**src/hdl/dtc_pkg.sv**
```systemverilog
// Package: debug control register layout, reset values, run states
package dtc_pkg;
  localparam int DATA_W = 8;
  localparam int BIT_ENABLE = 7;
  localparam int BIT_ARM = 6;
  localparam int BIT_TAG = 5;
  localparam int BIT_BRK = 4;
  localparam int BIT_A_DIR_VAL = 3;
  localparam int BIT_A_DIR_CHK = 2;
  localparam int BIT_B_DIR_VAL = 1;
  localparam int BIT_B_DIR_CHK = 0;
  localparam logic [7:0] CTRL_RESET = 8'h00;
  localparam logic [15:0] CMP_RESET = 16'h0000;
  localparam int FIFO_DEPTH = 8;
  localparam logic [3:0] FILL_LAST = 4'h8;

  typedef enum logic [2:0] {
    ST_IDLE = 3'b001,
    ST_WAIT = 3'b010,
    ST_FILL = 3'b100
  } dtc_run_t;
endpackage : dtc_pkg

```
**src/hdl/dtc_dir_cmp.sv**
```systemverilog
// Address comparator with optional read/write direction qualifier
module dtc_dir_cmp (
  input wire logic [15:0] cmp_value,
  input wire logic [15:0] bus_addr,
  input wire logic bus_read,
  input wire logic dir_check,
  input wire logic dir_value,
  output logic hit
);
  import dtc_pkg::*;
  // Check set: value 1 = reads only, 0 = writes only; check clear: address alone
  assign hit = (cmp_value == bus_addr) && (!dir_check || (dir_value == bus_read));
endmodule : dtc_dir_cmp

```
**src/hdl/dtc_cmp_regs.sv**
```systemverilog
// Comparator value registers, writable only while disarmed
module dtc_cmp_regs (
  input wire logic clock,
  input wire logic srst,
  input wire logic armed,
  input wire logic wr_a,
  input wire logic wr_b,
  input wire logic [15:0] wr_data,
  output logic [15:0] cmp_a,
  output logic [15:0] cmp_b
);
  import dtc_pkg::*;
  typedef struct packed {
    logic [15:0] a;
    logic [15:0] b;
  } dtc_cmp_state_t;
  dtc_cmp_state_t s_q, s_d;

  always_comb begin
    s_d = s_q;
    if (!armed && wr_a) begin
      s_d.a = wr_data;
    end
    if (!armed && wr_b) begin
      s_d.b = wr_data;
    end
  end

  always_ff @(posedge clock) begin
    if (srst) begin
      s_q <= '{a: CMP_RESET, b: CMP_RESET};
    end else begin
      s_q <= s_d;
    end
  end

  assign cmp_a = s_q.a;
  assign cmp_b = s_q.b;
endmodule : dtc_cmp_regs

```
**src/hdl/dtc_debug_trigger_control.sv**
```systemverilog
// Debug trigger control: control register, arming, break request timing

module dtc_debug_trigger_control (
  input wire logic clock,
  input wire logic srst,
  input wire logic secured,
  input wire logic ctrl_wr,
  input wire logic [7:0] ctrl_wdata,
  output logic [7:0] ctrl_rdata,
  input wire logic cmp_a_wr,
  input wire logic cmp_b_wr,
  input wire logic [15:0] cmp_wdata,
  output logic [15:0] cmp_a_value,
  output logic [15:0] cmp_b_value,
  input wire logic trigger_qualify_select,
  input wire logic begin_trace,
  input wire logic bus_valid,
  input wire logic [15:0] bus_addr,
  input wire logic bus_read,
  input wire logic opcode_executed,
  output logic capture_active_flag,
  output logic capture_store,
  output logic [15:0] capture_data,
  output logic break_force,
  output logic break_tag
);
  import dtc_pkg::*;
  typedef struct packed {
    logic [7:0] ctrl;
    logic active;
    dtc_run_t run;
    logic [3:0] fill;
    logic store;
    logic [15:0] data;
    logic brk_f;
    logic brk_t;
  } dtc_state_t;

  dtc_state_t s_q, s_d;
  logic hit_a;
  logic hit_b;
  logic raw_trig;
  logic trig;
  logic armed;
  logic unit_on;

  assign unit_on = s_q.ctrl[BIT_ENABLE];
  assign armed = s_q.ctrl[BIT_ARM] && unit_on;

  dtc_cmp_regs u_regs (
    .clock(clock),
    .srst(srst),
    .armed(s_q.ctrl[BIT_ARM]),
    .wr_a(cmp_a_wr),
    .wr_b(cmp_b_wr),
    .wr_data(cmp_wdata),
    .cmp_a(cmp_a_value),
    .cmp_b(cmp_b_value)
  );

  dtc_dir_cmp u_cmp_a (
    .cmp_value(cmp_a_value),
    .bus_addr(bus_addr),
    .bus_read(bus_read),
    .dir_check(s_q.ctrl[BIT_A_DIR_CHK]),
    .dir_value(s_q.ctrl[BIT_A_DIR_VAL]),
    .hit(hit_a)
  );

  dtc_dir_cmp u_cmp_b (
    .cmp_value(cmp_b_value),
    .bus_addr(bus_addr),
    .bus_read(bus_read),
    .dir_check(s_q.ctrl[BIT_B_DIR_CHK]),
    .dir_value(s_q.ctrl[BIT_B_DIR_VAL]),
    .hit(hit_b)
  );

  // Force and tag alike: any access, or only an executed opcode while the qualify select is set
  assign raw_trig = bus_valid && (hit_a || hit_b);
  assign trig = armed && raw_trig && (!trigger_qualify_select || opcode_executed);

  // Break pulse routed by kind; nothing raised while breaks are off
  function automatic logic [1:0] brk_kind(input logic [7:0] c, input logic fire);
    brk_kind = 2'b00;
    if (fire && c[BIT_BRK]) begin
      brk_kind = c[BIT_TAG] ? 2'b01 : 2'b10;
    end
  endfunction : brk_kind

  always_comb begin
    logic stop;
    logic done;
    logic fire;
    logic [1:0] bk;
    stop = 1'b0;
    done = 1'b0;
    fire = 1'b0;
    bk = 2'b00;
    s_d = s_q;
    s_d.store = 1'b0;
    s_d.brk_f = 1'b0;
    s_d.brk_t = 1'b0;

    case (s_q.run)
      ST_IDLE: begin
        if (armed) begin
          s_d.run = ST_WAIT;
          s_d.fill = 4'h0;
        end
      end
      ST_WAIT: begin
        // Break kind follows the tag bit only, never the qualify select
        if (!armed) begin
          stop = 1'b1;
        end else if (trig) begin
          if (begin_trace) begin
            s_d.run = ST_FILL;
            s_d.store = 1'b1;
            s_d.data = bus_addr;
            s_d.fill = 4'h1;
          end else begin
            s_d.store = 1'b1;
            s_d.data = bus_addr;
            fire = 1'b1;
            done = 1'b1;
          end
        end else if (raw_trig && !begin_trace) begin
          // End trace: circular storage until the trigger
          s_d.store = 1'b1;
          s_d.data = bus_addr;
        end
      end
      ST_FILL: begin
        if (!armed) begin
          stop = 1'b1;
        end else if (bus_valid) begin
          s_d.store = 1'b1;
          s_d.data = bus_addr;
          s_d.fill = s_q.fill + 4'h1;
          if (s_q.fill + 4'h1 == FILL_LAST) begin
            fire = 1'b1;
            done = 1'b1;
          end
        end
      end
      default: begin
        s_d.run = ST_IDLE;
      end
    endcase

    bk = brk_kind(s_q.ctrl, fire);
    s_d.brk_t = bk[0];
    s_d.brk_f = bk[1];

    if (done || stop) begin
      s_d.run = ST_IDLE;
      s_d.ctrl[BIT_ARM] = 1'b0;
      s_d.active = 1'b0;
    end

    // Software write lands last so a new arm wins over completion
    if (ctrl_wr) begin
      s_d.ctrl = ctrl_wdata;
      if (secured) begin
        s_d.ctrl[BIT_ENABLE] = 1'b0;
      end
      if (ctrl_wdata[BIT_ARM]) begin
        s_d.active = 1'b1;
      end
      if (!ctrl_wdata[BIT_ARM] || !s_d.ctrl[BIT_ENABLE]) begin
        s_d.active = 1'b0;
        s_d.run = ST_IDLE;
        s_d.store = 1'b0;
        s_d.brk_f = 1'b0;
        s_d.brk_t = 1'b0;
      end
    end
    if (secured) begin
      s_d.ctrl[BIT_ENABLE] = 1'b0;
    end
  end

  always_ff @(posedge clock) begin
    if (srst) begin
      s_q <= '{ctrl: CTRL_RESET, active: 1'b0, run: ST_IDLE, fill: 4'h0,
               store: 1'b0, data: CMP_RESET, brk_f: 1'b0, brk_t: 1'b0};
    end else begin
      s_q <= s_d;
    end
  end

  assign ctrl_rdata = s_q.ctrl;
  assign capture_active_flag = s_q.active;
  assign capture_store = s_q.store;
  assign capture_data = s_q.data;
  assign break_force = s_q.brk_f;
  assign break_tag = s_q.brk_t;
endmodule : dtc_debug_trigger_control

```
**config.mk**
```make
export PLATFORM = sky130hd
export DESIGN_NAME = dtc_debug_trigger_control
export DESIGN_NICKNAME = d
export VERILOG_FILES = /design/src/hdl/dtc_pkg.sv /design/src/hdl/dtc_dir_cmp.sv /design/src/hdl/dtc_cmp_regs.sv /design/src/hdl/dtc_debug_trigger_control.sv
export SDC_FILE = /design/constraint.sdc
export NUM_CORES = 1
export LEC_CHECK = 0
export ABC_AREA = 1
export BUFFER_PORTS_ARGS = -buffer_cell sky130_fd_sc_hd__buf_2
export CELL_PAD_IN_SITES_DETAIL_PLACEMENT = 0
export CELL_PAD_IN_SITES_GLOBAL_PLACEMENT = 1
export CORE_MARGIN = 2
export CORE_UTILIZATION = 31
export CTS_CLUSTER_SIZE = 30
export DETAILED_ROUTE_END_ITERATION = 12
export HOLD_SLACK_MARGIN = 0.08
export PLACE_DENSITY = 0.76
export SLEW_MARGIN = 5
export SYNTH_ARGS = -nofsm -noshare
export SYNTH_HDL_FRONTEND = slang
export SYNTH_SLANG_ARGS = --single-unit
```
**constraint.sdc**
```tcl
create_clock -name clock -period 1.5 [get_ports clock]
set_input_delay 0.15 -clock clock [delete_from_list [all_inputs] [get_ports clock]]
set_output_delay 0.15 -clock clock [all_outputs]
set_load 0.005 [all_outputs]
```
Yosys cells after proc, flatten, opt, wreduce, memory -nomap -nowiden. Cells that the tools add are included.

Register bits after elaboration: 67. Output and inout bits: 60. Word-level logic and storage cells: 91.

Add/subtract/negate cells: 1. Equal/unequal tests: 15. Multiplexer cells: 33. Reductions and logical operators: 30.

Operators with widths (count): 21-bit two-way mux (2); 17-bit two-way mux (2); 17-bit one-hot mux with 2 select lines (1); 16-bit equality test (2); 24-bit two-way mux (1); 7-bit two-way mux (3); 1-bit two-way mux (14); 2-bit inequality test, second input constant (6); 4-bit one-hot mux with 3 select lines (1); 11-bit two-way mux (1); 1-bit logical AND (10); 3-bit one-hot mux with 3 select lines (1); 2-bit two-way mux (4); 4-bit two-way mux (2); 1-bit zero test (7); 7-bit AND reduction (1); 1-bit logical OR (6); 5-bit AND reduction (1); 4-bit by 1-bit adder with 4-bit output, second input constant (1); 4-bit equality test, second input constant (1); 2-bit nonzero test (2); 2-bit OR reduction (2); 3-bit by 1-bit equality test with 1-bit output, second input constant (1); 3-bit by 2-bit equality test with 1-bit output, second input constant (1); other kinds (5) (6).

Depth between registers and ports, before layout. Gate-level depths: netlist of the first run.

Word-level depth: 15. Depth in mapped cells: 13.

Cells and area by module. From an unflattened synthesis of the first run, not the netlist that was laid out.

Cells, all modules: 507. Area total of the unflattened synthesis: 3514.6 um2.

Modules (own cells, without submodules): dtc_debug_trigger_control (times used 1, cells an instance 227, area each 1647.8 um2, seq. area each 700.7 um2); dtc_cmp_regs (times used 1, cells an instance 194, area each 1396.3 um2, seq. area each 640.6 um2); dtc_dir_cmp (times used 2, cells an instance 43, area each 235.2 um2, seq. area each 0.0 um2).

Worst setup path after synthesis of the first run. Ideal clock, no wire load.

Path kind: register to register. Start point: register u_regs.s_q, in the netlist u_regs.cmp_a[14]. End point: register s_q, in the netlist capture_data[10]. Data arrival time: 1354 ps. Data required time: 1368 ps. Path slack: 14 ps. Cell stages (with the launch flop): 13. Path buffers: 1. Cell sequence: dfxtp_1 -> inv_1 -> nand2_1 -> nand2_1 -> nor2_1 -> nand2_1 -> nor2_1 -> nand3_1 -> nand2_2 -> nand4_4 -> buf_2 -> nand3_1 -> a21oi_1.

Word-level cells in the longest chain between the ends: 9.

Ends and longest elaborated chain: start, declared (RTL line dtc_cmp_regs.sv:17) `dtc_cmp_state_t s_q, s_d;`; start signal, assigned (RTL line dtc_cmp_regs.sv:31) `s_q <= '{a: CMP_RESET, b: CMP_RESET};`; 16-bit equality test (*) (RTL line dtc_dir_cmp.sv:12) `assign hit = (cmp_value == bus_addr) && (!dir_check || (dir_value == bus_read));`; 1-bit logical AND (*) (RTL line dtc_dir_cmp.sv:12); 1-bit logical OR (*) (RTL line dtc_debug_trigger_control.sv:80) `assign raw_trig = bus_valid && (hit_a || hit_b);`; 1-bit logical AND (*) (RTL line dtc_debug_trigger_control.sv:80); 1-bit logical AND (2 in a row) (RTL line dtc_debug_trigger_control.sv:81) `assign trig = armed && raw_trig && (!trigger_qualify_select || opcode_executed);`; 17-bit two-way mux (RTL line dtc_debug_trigger_control.sv:116) `end else if (trig) begin`; 24-bit two-way mux (RTL line dtc_debug_trigger_control.sv:114) `if (!armed) begin`; 17-bit one-hot mux with 2 select lines (RTL line dtc_debug_trigger_control.sv:105) `case (s_q.run)`; end signal, assigned (RTL line dtc_debug_trigger_control.sv:186) `s_q <= '{ctrl: CTRL_RESET, active: 1'b0, run: ST_IDLE, fill: 4'h0,`; end, declared (RTL line dtc_debug_trigger_control.sv:39) `dtc_state_t s_q, s_d;`.

Mark *: on every way between the ends. The rest lies on a longest branch, timed or not. The select of a mux whose other input is x is not followed. A chain may end at the register's enable or synchronous reset.

Worst setup path after layout of the first run.
Start point: register s_q[25] (netlist bit). End point: register s_q, in the netlist capture_data[7].

Word-level cells in the longest chain between the ends: 3.

Ends and longest elaborated chain (RTL line): 3-bit by 2-bit equality test with 1-bit output or 3-bit equality test (tied branches) (dtc_debug_trigger_control.sv:105); 3-bit inequality test (no line) (tied with other cells); 5-bit AND reduction (no line).

Several ways; a longest one is shown, not always the timed one.

==> impl_metrics.env, run 1 <==
export IMPL_run_status="finished with violations"
export IMPL_violations="setup timing"
export IMPL_post_synth_xor_area_fraction=0.0429
export IMPL_synth_adder_area_share=0.00766
export IMPL_placementRows=37
export IMPL_n_antenna_cell=0
export IMPL_yosys_warnings=0
export IMPL_worst_hold_class="in -> reg"
export IMPL_detail_route_iter0_violations=117
export IMPL_clkSinkCount=67
export IMPL_detail_route_antenna_nets=0
export IMPL_endpoint_class_of_the_critical_path="flop"
export IMPL_sequential_cell_area_um2=1360
export IMPL_overflow=0
export IMPL_ctsLongestPathBuffers=2
export IMPL_cp_top_family="simple AND/OR/NAND/NOR gates"
export IMPL_crit_path_start_kind="flop"
export IMPL_finalCriticalPeriod_ps=1610
export IMPL_multi_input_area_um2=1600
export IMPL_ir_worst_vdd_v=0.000369
export IMPL_whs_ps=89.0
export IMPL_h_tree_depth=3
export IMPL_detail_route_wirelength_um=9840
export IMPL_horizontal_die_dimension_um=107
export IMPL_setup_violations_final=25
export IMPL_combinational_family_with_the_most_area_after_synthesis="simple AND/OR/NAND/NOR gates"
export IMPL_max_freq_ghz=0.621
export IMPL_synth_avg_cell_area_um2=6.94
export IMPL_detailedPlacementHpwl_um=7510
export IMPL_crit_fanout=17
export IMPL_post_route_period_util=1.07
export IMPL_slew_headroom=0.751
export IMPL_worstPathCellList="inv_1 -> nor3_2 -> nand2_1 -> buf_4 -> nand3_1 -> a21oi_2"
export IMPL_tns_ps=-2100
export IMPL_finClkSkew_ps=11.3
export IMPL_root_buffer="sky130_fd_sc_hd__clkbuf_8"
export IMPL_place_gp_congestion=0.829
export IMPL_grt_util_all_layers=0.175
export IMPL_drive_gt1_frac=0.368
export IMPL_synth_area_in_compound_gates=0.135
export IMPL_clk_transition_reported_paths_ps=70
export IMPL_post_synth_num_cell_types=27
export IMPL_setup_ws_ps=-111
export IMPL_filler_cells_inserted=1082
export IMPL_num_vias=3429
export IMPL_placed_cells_incl_taps=744
export IMPL_grt_start_max_net_pins=22
export IMPL_cp_slowest_cell="sky130_fd_sc_hd__dfxtp_1"
export IMPL_antenna_found_initial=0
export IMPL_finish_net_count=694
export IMPL_mappedNetlistArea_um2=3270
export IMPL_post_drt_via_cell_ratio=4.40
export IMPL_hold_viol_final=0
export IMPL_count_of_buffer_and_inverter_cells_on_the_critical_path=2
export IMPL_cts_made_buffers=9
export IMPL_fp_dieArea_um2=11400
export IMPL_placement_cell_area_um2=4240
export IMPL_latest_clock_arrival_within_the_worst_skew_pair_ps=350
export IMPL_finalInstanceArea_um2=4770
export IMPL_drt_pre_antenna_iters=4
export IMPL_initial_core_util=0.318
export IMPL_cts_tree="built"
export IMPL_crit_arrival_ps=1850
export IMPL_synth_mux_area_frac=0
export IMPL_slew_at_the_pin_with_the_worst_max_slew_slack_ps=370
export IMPL_placement_io_buffers=110
export IMPL_wl_per_cell_um=12.6
export IMPL_critical_path_max_stage_delay_ps=380
export IMPL_power_leakage_nw=2.34
export IMPL_report_final_slew_viol_count=0
export IMPL_drv_max_cap_violation_count=0
export IMPL_grt_setup_unrepaired="true"
export IMPL_pre_cts_ws_ps=-195
export IMPL_post_route_drc_count=0
export IMPL_finalNonFillerCells=780
export IMPL_areaGrowthSynthToFinish_pct=46.0
export IMPL_worst_endpoint_required_time_ps=1740
export IMPL_top_level_ports=111
export IMPL_floorplan_core_area_um2=10300
export IMPL_mappedNetlistNets=524
export IMPL_die_height_um=107
export IMPL_synth_simple_gate_area_share=0.272
export IMPL_ws_path_type="reg -> reg"
export IMPL_power_density_cell_area_nw_per_um2=895
export IMPL_ys_seq_area_frac=0.411
export IMPL_synth_seq_cells=67
export IMPL_grt_pass1_wl_um=15500
export IMPL_synthCells=471
export IMPL_first_global_vias=3262
layout by cell type (no fill, tap or decap), types with 4 or more instances in the layout:
cell type                         n
sky130_fd_sc_hd__o21ai_0         41
sky130_fd_sc_hd__nor2_1          67
sky130_fd_sc_hd__a21oi_2          4
sky130_fd_sc_hd__dfxtp_2         16
sky130_fd_sc_hd__buf_2          110
sky130_fd_sc_hd__a21oi_1         40
sky130_fd_sc_hd__dfxtp_1         51
sky130_fd_sc_hd__nand3_1         27
sky130_fd_sc_hd__dlygate4sd3_1   18
sky130_fd_sc_hd__buf_4           69
sky130_fd_sc_hd__nand2_1         94
sky130_fd_sc_hd__nand2_2          4
sky130_fd_sc_hd__clkbuf_8        12
sky130_fd_sc_hd__xnor2_1         16
sky130_fd_sc_hd__inv_1           45
worst paths after layout:
path	start	to	slack, ps	cells after the start
worst max register to register	s_q[25]	capture_data[7]	-110	6
worst max-delay path	s_q[25]	capture_data[7]	-110	6
worst min-delay path	bus_addr[4]	capture_data[4]	90	3
worst min register to register	u_regs.cmp_a[0]	u_regs.cmp_a[0]	470	2
layout make-up:
cell class | count | share of cell area
clock buffers | 12 | 0.0346
clock inverters | 2 | 0.00734
inverters | 49 | 0.0386
multi-input cells | 316 | 0.334
flip-flops and latches | 67 | 0.285
well taps | 136 | 0.0357
repair buffers | 198 | 0.264
flip-flops by register name, indices dropped and copies added (netlist names):
register,flops
break_force,1
break_tag,1
capture_active_flag,1
capture_data,16
capture_store,1
ctrl_rdata,8
s_q,7
u_regs.cmp_a,16
u_regs.cmp_b,16
worst min-delay path, delay by kind of cell:
family          cells  cell delay, ps
simple gates        1              60
buf+inv             1             130
compound gates      1              50
synth_stat cells (all sizes together):
cell type / instances / area, um2
a21oi: 44 / 220
a22oi: 1 / 7.51
buf: 26 / 196
clkbuf: 13 / 48.8
clkinv: 1 / 3.75
dfxtp: 67 / 1340
ha: 2 / 25.0
inv: 48 / 180
nand2: 101 / 389
nand3: 32 / 160
nand4: 2 / 27.5
nor2: 70 / 263
nor3: 3 / 31.3
nor4: 1 / 6.26
o2111ai: 1 / 8.76
o21ai: 41 / 205
or2: 2 / 12.5
xnor2: 16 / 140
where the power goes:
group          internal [mW]  switching, mW  total [mW]  leakage, nW
logic                  0.395          0.359       0.753         1.68
registers               1.87         0.0621        1.93        0.554
clock network          0.884          0.699        1.58        0.104
cells by family after synthesis:
family | after synthesis
fa+ha+maj | 2
flops | 67
xor+xnor | 16
buf+inv | 88
simple gates | 211
compound gates | 87
per-layer routing:
metal / share of wire / global-route usage / routed length [um] / vias up
li1: - / - / - / 1813
met1: 0.46 / 0.223 / 4560 / 1527
met2: 0.47 / 0.285 / 4620 / 73
met3: 0.047 / 0.0426 / 465 / 16
met4: 0.020 / 0.0696 / 196 / 0
met5: 0 / 0 / 0 / -
stage by stage:
step           power, mW   util
6_report            4.27  0.464
5_1_grt             4.49  0.464
4_1_cts             4.28  0.456
3_5_place_dp        2.67  0.412
3_3_place_gp        2.66  0.412
2_1_floorplan       2.27      -
what timing repair did:
action                                 CTS  global route
endpoints found under the hold margin   20             1
buffers inserted                         3             1
setup endpoints to repair               27            28
pin swaps                               11             4
hold buffers                            17             1
gates resized for setup                 25            16
Power figures use the tool's default switching activity.
==> run 2: changes to the inputs <==
--- a/config.mk
+++ b/config.mk
@@ -10,11 +10,12 @@
 export CELL_PAD_IN_SITES_DETAIL_PLACEMENT = 0
 export CELL_PAD_IN_SITES_GLOBAL_PLACEMENT = 1
 export CORE_MARGIN = 2
-export CORE_UTILIZATION = 31
+export CORE_UTILIZATION = 32
+export CTS_BUF_LIST = sky130_fd_sc_hd__clkbuf_4 sky130_fd_sc_hd__clkbuf_8
 export CTS_CLUSTER_SIZE = 30
 export DETAILED_ROUTE_END_ITERATION = 12
 export HOLD_SLACK_MARGIN = 0.08
-export PLACE_DENSITY = 0.76
+export PLACE_DENSITY = 0.78
 export SLEW_MARGIN = 5
 export SYNTH_ARGS = -nofsm -noshare
 export SYNTH_HDL_FRONTEND = slang
==> impl_metrics.env, run 2 (same netlist as run 1, synthesis figures left out) <==
export IMPL_drive_gt1_frac=0.405
export IMPL_top_level_ports=111
export IMPL_die_height_um=105
export IMPL_run_status="finished with violations"
export IMPL_place_gp_congestion=0.849
export IMPL_fp_dieArea_um2=11000
export IMPL_slew_headroom=0.750
export IMPL_crit_path_start_kind="flop"
export IMPL_finish_net_count=702
export IMPL_overflow=0
export IMPL_ws_path_type="reg -> reg"
export IMPL_num_vias=3523
export IMPL_root_buffer="sky130_fd_sc_hd__clkbuf_8"
export IMPL_wl_per_cell_um=12.5
export IMPL_ir_worst_vdd_v=0.000447
export IMPL_antenna_found_initial=1
export IMPL_finClkSkew_ps=10.4
export IMPL_finalNonFillerCells=788
export IMPL_latest_clock_arrival_within_the_worst_skew_pair_ps=350
export IMPL_slew_at_the_pin_with_the_worst_max_slew_slack_ps=371
export IMPL_max_freq_ghz=0.594
export IMPL_finalCriticalPeriod_ps=1680
export IMPL_layout_core_utilization=0.507
export IMPL_report_final_slew_viol_count=0
export IMPL_setup_ws_ps=-184
export IMPL_post_route_drc_count=0
export IMPL_horizontal_die_dimension_um=105
export IMPL_grt_start_max_net_pins=21
export IMPL_clk_transition_reported_paths_ps=80
export IMPL_violations="setup timing"
export IMPL_floorplan_core_area_um2=9860
export IMPL_power_total_mw=4.61
export IMPL_post_route_period_util=1.12
export IMPL_whs_ps=96.3
export IMPL_clkSinkCount=67
export IMPL_endpoint_class_of_the_critical_path="flop"
export IMPL_r2r_setup_slack_ps=-180
export IMPL_cts_tree="built"
export IMPL_cts_made_buffers=9
export IMPL_placed_cells_incl_taps=743
export IMPL_initial_core_util=0.331
export IMPL_drt_pre_antenna_iters=4
export IMPL_post_drt_via_cell_ratio=4.47
export IMPL_grt_util_all_layers=0.177
export IMPL_worst_hold_class="in -> reg"
export IMPL_areaGrowthSynthToFinish_pct=53.2
export IMPL_placementRows=36
export IMPL_hold_viol_final=0
export IMPL_detail_route_antenna_nets=0
export IMPL_ctsLongestPathBuffers=2
export IMPL_placement_io_buffers=110
export IMPL_first_global_vias=3292
export IMPL_layout_cells_most_common="sky130_fd_sc_hd__buf_2"
export IMPL_grt_pass1_wl_um=15500
export IMPL_h_tree_depth=3
export IMPL_setup_violations_final=28
export IMPL_grt_setup_unrepaired="true"
export IMPL_detailedPlacementHpwl_um=7420
export IMPL_layout_common_cells="sky130_fd_sc_hd__buf_2 (110), sky130_fd_sc_hd__nand2_1 (93), sky130_fd_sc_hd__buf_4 (72)"
export IMPL_detail_route_wirelength_um=9850
export IMPL_drv_max_cap_violation_count=0
export IMPL_power_leakage_nw=2.43
export IMPL_power_density_cell_area_nw_per_um2=920
export IMPL_crit_fanout=8
export IMPL_detail_route_iter0_violations=104
export IMPL_worst_endpoint_required_time_ps=1740
export IMPL_filler_cells_inserted=967
export IMPL_crit_arrival_ps=1920
-- run 2: area by class of cell --
type	count	area, um2	area share
diodes	1	2.50	0.000500
clock buffers	10	138	0.0275
clock inverters	6	111	0.0222
inverters	49	184	0.0367
multi-input cells	316	1690	0.337
flip-flops and latches	67	1360	0.272
well taps	133	166	0.0332
repair buffers	206	1350	0.270
-- run 2: repair_timing --
action	CTS	global route
setup endpoints to repair	27	29
pin swaps	3	4
hold endpoints to repair	27	0
cloned	0	1
buffers inserted	1	5
hold buffers	21	0
resized for setup	12	54
-- run 2: critical path, stage by stage (launching register included) --
cell and delay (ps):
sky130_fd_sc_hd__dfxtp_2 340, sky130_fd_sc_hd__nor2_1 100, sky130_fd_sc_hd__nor2_1 50, sky130_fd_sc_hd__nor2_1 160, sky130_fd_sc_hd__nand2_1 90, sky130_fd_sc_hd__nor2_2 100
sky130_fd_sc_hd__nand3_2 90, sky130_fd_sc_hd__nand2_4 110, sky130_fd_sc_hd__nand4_4 170, sky130_fd_sc_hd__buf_8 210, sky130_fd_sc_hd__nand3_1 80, sky130_fd_sc_hd__a21oi_1 70
-- run 2: report_power, final --
part           switching (mW)  internal (mW)
logic                   0.366          0.402
registers              0.0637           1.87
clock network           0.751           1.15
-- run 2: per-layer routing --
metal,track usage,share of wire
met5,0,0
met4,0.0610,0.013
met3,0.0418,0.054
met2,0.296,0.48
met1,0.222,0.45
-- run 2: worst paths after layout --
check / startpoint / end / depth (start not counted)
max: u_regs.cmp_a[8] / capture_data[14] / 11
min: cmp_wdata[0] / u_regs.cmp_b[0] / 3
max reg2reg: u_regs.cmp_a[8] / capture_data[14] / 11
min reg2reg: capture_data[11] / capture_data[11] / 2
-- run 2: per-stage QoR --
stage                     TNS, ps  setup WS (ps)  area, um2
after floorplan                 0           13.8       3270
after global placement      -4250           -207       4250
after detailed placement    -4340           -222       4250
after CTS                   -2660           -140       4740
after global routing        -7480           -313       5010
final                       -3840           -184       5010
==> run 3: changes to the inputs <==
--- a/config.mk
+++ b/config.mk
@@ -12,10 +12,11 @@
 export CORE_MARGIN = 2
 export CORE_UTILIZATION = 32
 export CTS_BUF_LIST = sky130_fd_sc_hd__clkbuf_4 sky130_fd_sc_hd__clkbuf_8
-export CTS_CLUSTER_SIZE = 30
+export CTS_CLUSTER_SIZE = 40
 export DETAILED_ROUTE_END_ITERATION = 12
 export HOLD_SLACK_MARGIN = 0.08
 export PLACE_DENSITY = 0.78
+export RECOVER_POWER = 25
 export SLEW_MARGIN = 5
 export SYNTH_ARGS = -nofsm -noshare
 export SYNTH_HDL_FRONTEND = slang
==> impl_metrics.env, run 3 (same netlist as run 1, synthesis figures left out) <==
export IMPL_latest_clock_arrival_within_the_worst_skew_pair_ps=350
export IMPL_crit_fanout=7
export IMPL_power_total_mw=4.61
export IMPL_detailedPlacementHpwl_um=7420
export IMPL_layout_cells_most_common="sky130_fd_sc_hd__buf_2"
export IMPL_slew_at_the_pin_with_the_worst_max_slew_slack_ps=371
export IMPL_detail_route_wirelength_um=9870
export IMPL_grt_pass1_wl_um=15500
export IMPL_die_height_um=105
export IMPL_power_density_cell_area_nw_per_um2=922
export IMPL_grt_start_max_net_pins=21
export IMPL_worst_hold_class="in -> reg"
export IMPL_grt_setup_unrepaired="true"
export IMPL_power_leakage_nw=2.39
export IMPL_drive_gt1_frac=0.391
export IMPL_place_gp_congestion=0.849
export IMPL_crit_path_start_kind="flop"
export IMPL_post_route_drc_count=0
export IMPL_floorplan_core_area_um2=9860
export IMPL_tns_ps=-3850
export IMPL_whs_ps=94.7
export IMPL_hold_viol_final=0
export IMPL_ir_worst_vdd_v=0.000447
export IMPL_max_freq_ghz=0.596
export IMPL_ws_path_type="reg -> reg"
export IMPL_num_vias=3519
export IMPL_cts_made_buffers=9
export IMPL_placement_io_buffers=110
export IMPL_top_level_ports=111
export IMPL_detail_route_antenna_nets=0
export IMPL_setup_ws_ps=-177
export IMPL_sequential_cell_area_um2=1360
export IMPL_layout_common_cells="sky130_fd_sc_hd__buf_2 (101), sky130_fd_sc_hd__nand2_1 (93), sky130_fd_sc_hd__buf_4 (72)"
export IMPL_run_status="finished with violations"
export IMPL_finalCriticalPeriod_ps=1680
export IMPL_areaGrowthSynthToFinish_pct=52.9
export IMPL_worst_endpoint_required_time_ps=1740
export IMPL_slew_headroom=0.750
export IMPL_placementRows=36
export IMPL_overflow=0
export IMPL_ctsLongestPathBuffers=2
export IMPL_first_global_vias=3292
export IMPL_setup_violations_final=28
export IMPL_endpoint_class_of_the_critical_path="flop"
export IMPL_fp_dieArea_um2=11000
export IMPL_finalNonFillerCells=788
export IMPL_crit_arrival_ps=1920
export IMPL_h_tree_depth=3
export IMPL_drv_max_cap_violation_count=0
export IMPL_drt_pre_antenna_iters=4
export IMPL_horizontal_die_dimension_um=105
export IMPL_placed_cells_incl_taps=743
export IMPL_filler_cells_inserted=970
export IMPL_clkSinkCount=67
export IMPL_initial_core_util=0.331
export IMPL_clk_transition_reported_paths_ps=80
export IMPL_post_route_period_util=1.12
export IMPL_post_drt_via_cell_ratio=4.47
export IMPL_cts_tree="built"
export IMPL_wl_per_cell_um=12.5
export IMPL_finish_net_count=702
export IMPL_multi_input_area_um2=1690
export IMPL_detail_route_iter0_violations=109
export IMPL_violations="setup timing"
export IMPL_report_final_slew_viol_count=0
export IMPL_root_buffer="sky130_fd_sc_hd__clkbuf_8"
export IMPL_antenna_found_initial=1
export IMPL_grt_util_all_layers=0.177
export IMPL_layout_core_utilization=0.506
export IMPL_finClkSkew_ps=10.5
[run 3: worst paths after layout]
| path | from | end | cells past startpoint | slack, ps |
|---|---|---|---|---|
| max | u_regs.cmp_a[8] | capture_data[15] | 11 | -180 |
| min | cmp_wdata[0] | u_regs.cmp_b[0] | 3 | 90 |
| max reg2reg | u_regs.cmp_a[8] | capture_data[15] | 11 | -180 |
| min reg2reg | capture_data[11] | capture_data[11] | 2 | 470 |
[run 3: layer usage]
| metal | track usage | vias up | wire length, um |
|---|---|---|---|
| li1 | - | 1831 | - |
| met1 | 0.222 | 1594 | 4510 |
| met2 | 0.296 | 82 | 4710 |
| met3 | 0.0418 | 12 | 503 |
| met4 | 0.0610 | 0 | 149 |
| met5 | 0 | - | 0 |
[run 3: repair_timing]
item / in CTS / in global routing
gates resized for setup: 12 / 54
pin swaps: 3 / 4
hold buffers: 21 / 0
endpoints found under the hold margin: 27 / 0
setup endpoints to repair: 27 / 29
gates cloned: 0 / 1
setup buffers: 1 / 5
[run 3: layout make-up]
cell class | instances | area share
diodes | 1 | 0.000501
clock inverters | 6 | 0.0223
inverters | 49 | 0.0368
multi-input cells | 316 | 0.338
repair buffers | 206 | 0.269
flip-flops and latches | 67 | 0.273
well taps | 133 | 0.0333
clock buffers | 10 | 0.0276
[run 3: stage by stage]
| stage | setup WS [ps] | cell area [um2] |
|---|---|---|
| 5_1_grt | -313 | 4990 |
| 4_1_cts | -140 | 4740 |
| 3_3_place_gp | -207 | 4250 |
| 6_report | -177 | 4990 |
| 3_5_place_dp | -222 | 4250 |
| 2_1_floorplan | 13.8 | 3270 |
[run 3: critical path, cell delays in order, from the launching register on]
cell                        delay [ps]
sky130_fd_sc_hd__dfxtp_2           340
sky130_fd_sc_hd__nor2_1            100
sky130_fd_sc_hd__nor2_1             50
sky130_fd_sc_hd__nor2_1            160
sky130_fd_sc_hd__nand2_1            90
sky130_fd_sc_hd__nor2_2            100
sky130_fd_sc_hd__nand3_2            90
sky130_fd_sc_hd__nand2_4           110
sky130_fd_sc_hd__nand4_4           170
sky130_fd_sc_hd__clkbuf_16         240
sky130_fd_sc_hd__nand3_1            60
sky130_fd_sc_hd__a21oi_1            60
[run 3: where the power goes]
part           total [mW]  switching [mW]  leakage, nW  internal (mW)
logic               0.768           0.366         1.71          0.402
clock network        1.90           0.752        0.123           1.15
registers            1.93          0.0637        0.555           1.87
total                4.61            1.18         2.39           3.42
